$ cat src/core/voltage_reference_params.svh
// register offsets, field positions and timing counts for the voltage reference control block
`ifndef VOLTAGE_REFERENCE_PARAMS_SVH
`define VOLTAGE_REFERENCE_PARAMS_SVH
// register indices (printed offsets) and byte addresses
`define VR_TRIM_INDEX 4'h0
`define VR_CTRL_INDEX 4'h1
`define VR_TRIM_ADDR 6'h00
`define VR_CTRL_ADDR 6'h04
`define VR_ADDR_W 6
// field positions
`define VR_TRIM_CHOP_BIT 6
`define VR_CTRL_EN_BIT 7
`define VR_CTRL_REG_BIT 6
`define VR_CTRL_COMP_BIT 5
`define VR_CTRL_STABLE_BIT 2
// reset value of the control register
`define VR_CTRL_RESET 8'h00
// bandgap startup time in ns and derived cycle count at 50 ns period
`define VR_CLK_PERIOD_NS 50
`define VR_STARTUP_NS 20000
`define VR_STARTUP_CYCLES ((`VR_STARTUP_NS + `VR_CLK_PERIOD_NS - 1) / `VR_CLK_PERIOD_NS)
// software wait between chop-on and regulator-on, kept strictly above 300 ns
`define VR_REG_SETTLE_NS 300
`define VR_REG_SETTLE_CYCLES (`VR_REG_SETTLE_NS / `VR_CLK_PERIOD_NS + 1)
// axi response codes
`define VR_RESP_OKAY 2'b00
`define VR_RESP_SLVERR 2'b10
`endif

$ cat src/core/voltage_reference_pkg.sv
// types for the voltage reference control block
package voltage_reference_pkg;
    // buffer mode field encodings
    typedef enum logic [1:0] {
        MODE_BANDGAP_ONLY = 2'b00,
        MODE_HIGH_POWER = 2'b01,
        MODE_LOW_POWER = 2'b10,
        MODE_RESERVED = 2'b11
    } buffer_mode_select_t;
    // enables toward the analog block
    typedef struct packed {
        logic bandgap_enable;
        logic regulator_enable;
        logic curvature_comp_enable;
        logic chop_oscillator_enable;
        logic high_power_buffer_enable;
        logic low_power_buffer_enable;
        logic [5:0] trim_code;
    } analog_ctrl_t;
    // startup tracker states
    typedef enum logic [1:0] {
        ST_OFF,
        ST_STARTING,
        ST_STABLE
    } startup_state_t;
endpackage

$ cat src/core/voltage_reference_control.sv
// voltage reference control logic with an axi4-lite register slave
//
// Behaviour
// trim at 0x0, control at 0x1
// control register resets to zero
// trim loaded from factory value at reset
// trim bits 5..0 hold trim code
// trim bit 6 drives chop enable
// software keeps chop on with regulator
// control bit 7 enables whole reference (chop enable follows trim bit 6 only)
// bus clock gating never disables reference
// control bit 6 enables regulator
// control bit 5 enables curvature compensation
// control bits 4..3 read zero, ignore writes
// control bit 2 is read-only stable flag
// software trusts stable flag only unchopped
// control bits 1..0 select buffer mode
// output pin high impedance when buffer off
// output driven when enabled with buffer mode
// software sets chop, regulator, compensation
// configuration kept in all power modes
// software sequences regulator enable after chop
// mode change keeps stable flag set
// writes take effect at completing edge
//
// Added by the designer: the AXI4-Lite slave port.
`timescale 1ns/10ps
`default_nettype none
`include "voltage_reference_params.svh"

module voltage_reference_control
    import voltage_reference_pkg::*;
#(
    // startup time count, shortened in simulation
    parameter int STARTUP_CYCLES = `VR_STARTUP_CYCLES
) (
    // clock and reset
    input wire logic aclk,
    input wire logic aresetn,
    // factory trim value presented by fuse logic
    input wire logic [7:0] factory_trim,
    // axi4-lite write address
    input wire logic awvalid,
    output logic awready,
    input wire logic [`VR_ADDR_W-1:0] awaddr,
    input wire logic [2:0] awprot,
    // axi4-lite write data
    input wire logic wvalid,
    output logic wready,
    input wire logic [31:0] wdata,
    input wire logic [3:0] wstrb,
    // axi4-lite write response
    output logic bvalid,
    input wire logic bready,
    output logic [1:0] bresp,
    // axi4-lite read address
    input wire logic arvalid,
    output logic arready,
    input wire logic [`VR_ADDR_W-1:0] araddr,
    input wire logic [2:0] arprot,
    // axi4-lite read data
    output logic rvalid,
    input wire logic rready,
    output logic [31:0] rdata,
    output logic [1:0] rresp,
    // analog block controls
    output analog_ctrl_t analog_ctrl,
    // reference output pin buffer enable
    output logic ref_out_oe
);

    // =====================================================================
    // registers
    // =====================================================================
    logic [7:0] reference_trim; // trim register contents
    logic reference_enable; // control bit 7
    logic regulator_enable; // control bit 6
    logic curvature_comp_enable; // control bit 5
    buffer_mode_select_t buffer_mode_select; // control bits 1..0
    logic reference_stable_flag; // control bit 2, hardware owned
    logic trim_loaded; // factory value captured after reset
    startup_state_t startup_state; // bandgap startup tracker
    logic [$clog2(STARTUP_CYCLES+1)-1:0] startup_count; // startup timer

    // =====================================================================
    // write channel
    // =====================================================================
    logic aw_held; // address captured, waiting for data
    logic w_held; // data captured, waiting for address
    logic [`VR_ADDR_W-1:0] aw_addr_q; // captured write address
    logic [31:0] w_data_q; // captured write data
    logic [3:0] w_strb_q; // captured strobes
    logic do_write; // both halves present this cycle
    logic [`VR_ADDR_W-1:0] wr_addr; // effective write address
    logic [31:0] wr_data; // effective write data
    logic [3:0] wr_strb; // effective strobes

    // combine captured and live halves so a write completes in one edge
    always_comb begin
        wr_addr = aw_held ? aw_addr_q : awaddr;
        wr_data = w_held ? w_data_q : wdata;
        wr_strb = w_held ? w_strb_q : wstrb;
        do_write = (aw_held || (awvalid && awready)) && (w_held || (wvalid && wready)) && !bvalid;
    end

    // channel handshakes; one write outstanding at a time
    always_ff @(posedge aclk) begin
        if (!aresetn) begin
            awready <= 1'b0;
            wready <= 1'b0;
            aw_held <= 1'b0;
            w_held <= 1'b0;
            aw_addr_q <= '0;
            w_data_q <= '0;
            w_strb_q <= '0;
            bvalid <= 1'b0;
            bresp <= `VR_RESP_OKAY;
        end else begin
            // ready offered whenever nothing is held and no response pending
            awready <= !aw_held && !bvalid && !(awvalid && awready) && !do_write;
            wready <= !w_held && !bvalid && !(wvalid && wready) && !do_write;
            if (do_write) begin
                aw_held <= 1'b0;
                w_held <= 1'b0;
                bvalid <= 1'b1;
                // unmapped words answer with a slave error
                bresp <= (wr_addr == `VR_TRIM_ADDR || wr_addr == `VR_CTRL_ADDR) ?
                    `VR_RESP_OKAY : `VR_RESP_SLVERR;
            end else begin
                if (awvalid && awready) begin
                    aw_held <= 1'b1;
                    aw_addr_q <= awaddr;
                end
                if (wvalid && wready) begin
                    w_held <= 1'b1;
                    w_data_q <= wdata;
                    w_strb_q <= wstrb;
                end
                if (bvalid && bready) begin
                    bvalid <= 1'b0;
                end
            end
        end
    end

    // =====================================================================
    // trim register
    // =====================================================================
    // factory value is sampled by a clocked process after release, never by reset itself
    always_ff @(posedge aclk) begin
        if (!aresetn) begin
            trim_loaded <= 1'b0;
            reference_trim <= 8'h00;
        end else if (!trim_loaded) begin
            trim_loaded <= 1'b1;
            reference_trim <= factory_trim;
        end else if (do_write && wr_addr == `VR_TRIM_ADDR && wr_strb[0]) begin
            reference_trim <= wr_data[7:0];
        end
    end

    // =====================================================================
    // control register
    // =====================================================================
    // bits 4..3 and 2 are never stored from the bus
    always_ff @(posedge aclk) begin
        if (!aresetn) begin
            reference_enable <= 1'(`VR_CTRL_RESET >> `VR_CTRL_EN_BIT);
            regulator_enable <= 1'b0;
            curvature_comp_enable <= 1'b0;
            buffer_mode_select <= MODE_BANDGAP_ONLY;
        end else if (do_write && wr_addr == `VR_CTRL_ADDR && wr_strb[0]) begin
            reference_enable <= wr_data[`VR_CTRL_EN_BIT];
            regulator_enable <= wr_data[`VR_CTRL_REG_BIT];
            curvature_comp_enable <= wr_data[`VR_CTRL_COMP_BIT];
            buffer_mode_select <= buffer_mode_select_t'(wr_data[1:0]);
        end
    end

    // =====================================================================
    // bandgap startup tracking
    // =====================================================================
    // a timer stands in for the analog settling detector; mode changes do not restart it
    always_ff @(posedge aclk) begin
        if (!aresetn) begin
            startup_state <= ST_OFF;
            startup_count <= '0;
            reference_stable_flag <= 1'b0;
        end else begin
            case (startup_state)
                ST_OFF: begin
                    reference_stable_flag <= 1'b0;
                    startup_count <= '0;
                    if (reference_enable) begin
                        startup_state <= ST_STARTING;
                    end
                end
                ST_STARTING: begin
                    if (!reference_enable) begin
                        startup_state <= ST_OFF;
                    end else if (startup_count == ($bits(startup_count))'(STARTUP_CYCLES - 1)) begin
                        startup_state <= ST_STABLE;
                        reference_stable_flag <= 1'b1;
                    end else begin
                        startup_count <= startup_count + 1'b1;
                    end
                end
                ST_STABLE: begin
                    // only disabling clears it, buffer mode is ignored here
                    if (!reference_enable) begin
                        startup_state <= ST_OFF;
                        reference_stable_flag <= 1'b0;
                    end
                end
                default: begin
                    startup_state <= ST_OFF;
                end
            endcase
        end
    end

    // =====================================================================
    // analog controls and output pin
    // =====================================================================
    // enables come from stored bits only; no clock or power-mode gating, so the
    // configuration survives low-power modes and bus clock gating
    always_ff @(posedge aclk) begin
        if (!aresetn) begin
            analog_ctrl <= '0;
            ref_out_oe <= 1'b0;
        end else begin
            analog_ctrl.bandgap_enable <= reference_enable;
            analog_ctrl.regulator_enable <= reference_enable && regulator_enable;
            analog_ctrl.curvature_comp_enable <= reference_enable && curvature_comp_enable;
            analog_ctrl.chop_oscillator_enable <= reference_trim[`VR_TRIM_CHOP_BIT];
            analog_ctrl.high_power_buffer_enable <= reference_enable && buffer_mode_select == MODE_HIGH_POWER;
            analog_ctrl.low_power_buffer_enable <= reference_enable && buffer_mode_select == MODE_LOW_POWER;
            analog_ctrl.trim_code <= reference_trim[5:0];
            // reserved mode keeps the pin released as well
            ref_out_oe <= reference_enable && (buffer_mode_select == MODE_HIGH_POWER ||
                buffer_mode_select == MODE_LOW_POWER);
        end
    end

    // =====================================================================
    // read channel
    // =====================================================================
    // reads have no side effects; one read outstanding
    always_ff @(posedge aclk) begin
        if (!aresetn) begin
            arready <= 1'b0;
            rvalid <= 1'b0;
            rdata <= 32'h0000_0000;
            rresp <= `VR_RESP_OKAY;
        end else begin
            arready <= !rvalid && !(arvalid && arready);
            if (arvalid && arready) begin
                rvalid <= 1'b1;
                rresp <= `VR_RESP_OKAY;
                case (araddr)
                    `VR_TRIM_ADDR: rdata <= {24'h00_0000, reference_trim};
                    `VR_CTRL_ADDR: rdata <= {24'h00_0000, reference_enable, regulator_enable,
                        curvature_comp_enable, 2'b00, reference_stable_flag, buffer_mode_select};
                    default: begin
                        rdata <= 32'h0000_0000;
                        rresp <= `VR_RESP_SLVERR;
                    end
                endcase
            end else if (rvalid && rready) begin
                rvalid <= 1'b0;
            end
        end
    end
endmodule
`default_nettype wire

$ cat config.mk
export PLATFORM = sky130hd
export DESIGN_NAME = voltage_reference_control
export DESIGN_NICKNAME = d
export VERILOG_FILES = /design/src/core/voltage_reference_pkg.sv /design/src/core/voltage_reference_control.sv
export VERILOG_INCLUDE_DIRS = /design/src /design/src/core
export SDC_FILE = /design/constraint.sdc
export NUM_CORES = 1
export LEC_CHECK = 0
export ABC_CLOCK_PERIOD_IN_PS = 1700
export BUFFER_PORTS_ARGS = -buffer_cell sky130_fd_sc_hd__buf_2
export CORE_UTILIZATION = 49
export DETAILED_ROUTE_END_ITERATION = 6
export GPL_TIMING_DRIVEN = 0
export HOLD_SLACK_MARGIN = 0.15
export PLACE_DENSITY = 0.79
export SYNTH_ARGS = -nofsm -noshare
export SYNTH_HDL_FRONTEND = slang
export SYNTH_SLANG_ARGS = --single-unit
$ cat constraint.sdc
create_clock -name aclk -period 1.7 [get_ports aclk]
set_input_delay 0.34 -clock aclk [delete_from_list [all_inputs] [get_ports aclk]]
set_output_delay 0.34 -clock aclk [all_outputs]
set_load 0.1 [all_outputs]
==> results.py <==
metrics = {
    "timing": {
        "min_period_ns": 1.68,
        "skew_ns": 0.00845,
        "whs_ns": 0.181,
        "rsz0062_at_grt": "yes",
        "hold_viol_final": 0,
        "report.final.slew_viol_count": 0,
        "fin_crit_sh_pct": 98.7,
        "setup_viol": 0,
        "worst_pin_slew_ns": 0.614,
        "fmaxAchievable_mhz": 596,
        "max_slew_margin_pct": 58.2,
        "setup-tns-final_ns": 0,
    },
    "synth": {
        "synthFlopType": "dfxtp_1",
        "syn_avg_cell_area_sq_um": 10.1,
        "synth_edf_count": 0,
        "synth_top_area_cell": "dfxtp_1",
        "netlist_area_sq_mm": 0.00330,
        "ys_async_sr_fraction_pct": 0,
        "synth_most_common_cell": "dfxtp_1",
        "synth-seq-cells": 71,
        "yosysTopAreaCellShare_pct": 43.0,
        "synthTopCellsByCount": "71 x dfxtp_1, 31 x nand2_1, 27 x buf_4, 25 x nor2b_1, 21 x mux2i_1",
        "synth.area.top_cells": "dfxtp_1 43%, mux2i_1 6.4%, buf_4 6.1%, mux2_2 5.1%, nor2b_1 4.7%",
        "synth.yosys.warnings": 0,
        "yosysSeqAreaShare_pct": 43.0,
        "synth_cell_types": 58,
        "synth_cells": 328,
    },
    "finish": {
        "regArea_sq_mm": 0.00143,
        "multi_input_area_sq_mm": 0.00174,
        "nNetsFinal": 506,
        "antennaDiodeCount": 0,
        "area_growth_pct": 26.2,
        "layout-drive-gt1-share_pct": 35.5,
        "nFillCells": 523,
    },
    "global_route": {
        "overflow": 0,
        "grt_usage_pct": 21.8,
        "grt_max_degree": 13,
        "grt_pass1_wl_microns": 12000,
        "grt_pass1_vias": 2469,
        "grt_antenna_before_repair": 0,
    },
    "power_and_ir_drop": {
        "vdd_drop_max_v": 0.000659,
        "powerDensity_mw_per_mm2": 962,
        "p_leak_nw": 1.85,
        "power_mw": 4.01,
    },
    "hold_path": {
        "hp-class": "in2reg",
    },
    "floorplan": {
        "fp.dieW_microns": 84.1,
        "rows": 29,
        "chipHeight_microns": 84.1,
        "start_util_pct": 51.4,
        "coreArea_sq_mm": 0.00642,
        "die_area_sq_mm": 0.00707,
        "ios": 123,
    },
    "critical_path": {
        "end_kind": "flop",
        "worstSetupStartpointType": "flop",
        "worst-endpoint-required_ns": 1.97,
        "path_max_fanout": 8,
        "critPathKind": "reg2reg",
        "arrival_ns": 1.94,
    },
    "clocking": {
        "insertion_delay_ns": 0.35,
        "hold_buffers": 0,
        "cts_tree": "done",
        "htree_levels": 3,
        "clkTransAtPathRegs_ns": 0.08,
        "cts.sinks": 71,
        "clock_path_buffers": 2,
        "root_buffer": "clkbuf_8",
        "cts_inserted_buffers": 9,
    },
    "place": {
        "place_hpwl_microns": 5320,
        "place_congestion": 0.842,
        "numPortBuffers": 62,
    },
    "detailed_routing": {
        "wl_per_cell_microns": 14.5,
        "first_pass_iters": 7,
        "drc_errors": 14,
        "vias": 2717,
        "viasPerCell": 5.27,
        "routed_wl_microns": 7460,
        "drt_iter0_markers": 221,
        "final_antenna_net_count": 0,
    },
    "run": {
        "drv_cap": 0,
    },
    "run_status": {
        "violations": "design-rule violations",
        "status": "finished with violations",
    },
}
==> routing by layer <==
metal | vias up | global-route usage [%] | share of wire (%)
met4 | 0 | 11.3 | 2.1
li1 | 1342 | - | -
met5 | - | 0 | 0
met3 | 11 | 3.86 | 5.3
met2 | 92 | 34.4 | 48
met1 | 1272 | 28.7 | 45
==> what timing repair did <==
action | CTS | global route
setup endpoints to repair | 12 | 19
pin swaps | 3 | 2
setup buffers | 5 | 3
gates resized for setup | 5 | 9
==> worst max-delay path: stages, from the launching register on <==
cell and delay (ns):
dfxtp_2 0.34, buf_8 0.14, nor4b_4 0.30, buf_4 0.18, o221a_2 0.31, a31oi_1 0.11
o21ai_0 0.22
==> cell families (layout without fill, tap and decap cells) <==
family                   count (synthesis)  after routing  synth area share, %
AND/OR/NAND/NOR                        101            101                 18.8
flip-flops                              71             71                 43.0
AO/OA/AOI/OAI                           67             67                 16.1
buffers and inverters                   48            134                 9.01
multiplexers                            37             37                 11.8
adder cells (fa/ha/maj)                  3              3                 1.14
other                                    1             26                0.114
==> power by group <==
part	total (mW)	switching, mW	internal [mW]
Sequential	1.76	0.0419	1.72
Combinational	0.849	0.612	0.237
Clock	1.40	0.643	0.755
Total	4.01	1.30	2.71
==> layout by cell type, fill, tap and decap left out, types with 8 or more instances in the layout <==
master / synthesis / final
buf_2: 1 / 63
buf_4: 27 / 32
mux2i_1: 21 / 20
conb_1: 1 / 26
o21ai_0: 9 / 9
and2_1: 9 / 9
nand2_1: 31 / 31
dfxtp_1: 71 / 65
a31oi_1: 8 / 8
mux2_2: 15 / 15
nor2b_1: 25 / 25
clkbuf_8: 0 / 11
clkbuf_1: 9 / 8
==> stage by stage <==
stage	instances	utilization, %	setup WS, ns	instance area, sq um
2_1_floorplan	353	-	-0.00108	3410
3_3_place_gp	492	59.5	-0.0914	3820
3_5_place_dp	492	59.5	-0.0792	3820
4_1_cts	513	63.8	0.00369	4100
5_1_grt	516	64.9	-0.0837	4170
6_report	516	64.9	0.0224	4170
==> state kept, by name (all words and copies together), names as in the netlist, 2 cells and up <==
signal              cells
rdata                   8
startup_count           9
reference_trim          8
w_data_q                8
buffer_mode_select      2
analog_ctrl            12
startup_state           2
aw_addr_q               6
==> worst paths after layout <==
kind                                       startpoint                     to  slack, ns  depth (start not counted)
worst max-delay path                          aw_held      reference_trim[7]       0.02                          6
worst max register to register                aw_held      reference_trim[7]       0.02                          6
worst min register to register  curvature_comp_enable  curvature_comp_enable       0.48                          2
worst min-delay path                  factory_trim[1]      reference_trim[1]       0.18                          3
==> area by class of cell <==
cell class	instances	share of cell area (%)
Inverter	7	0.630
Clock buffer	11	3.63
Buffer	41	6.72
Clock inverter	5	1.35
Tap cell	77	2.31
Sequential cell	71	34.4
Timing Repair Buffer	70	9.28
Multi-Input combinational cell	234	41.7
Note: power is estimated with default switching activity, not from simulation.
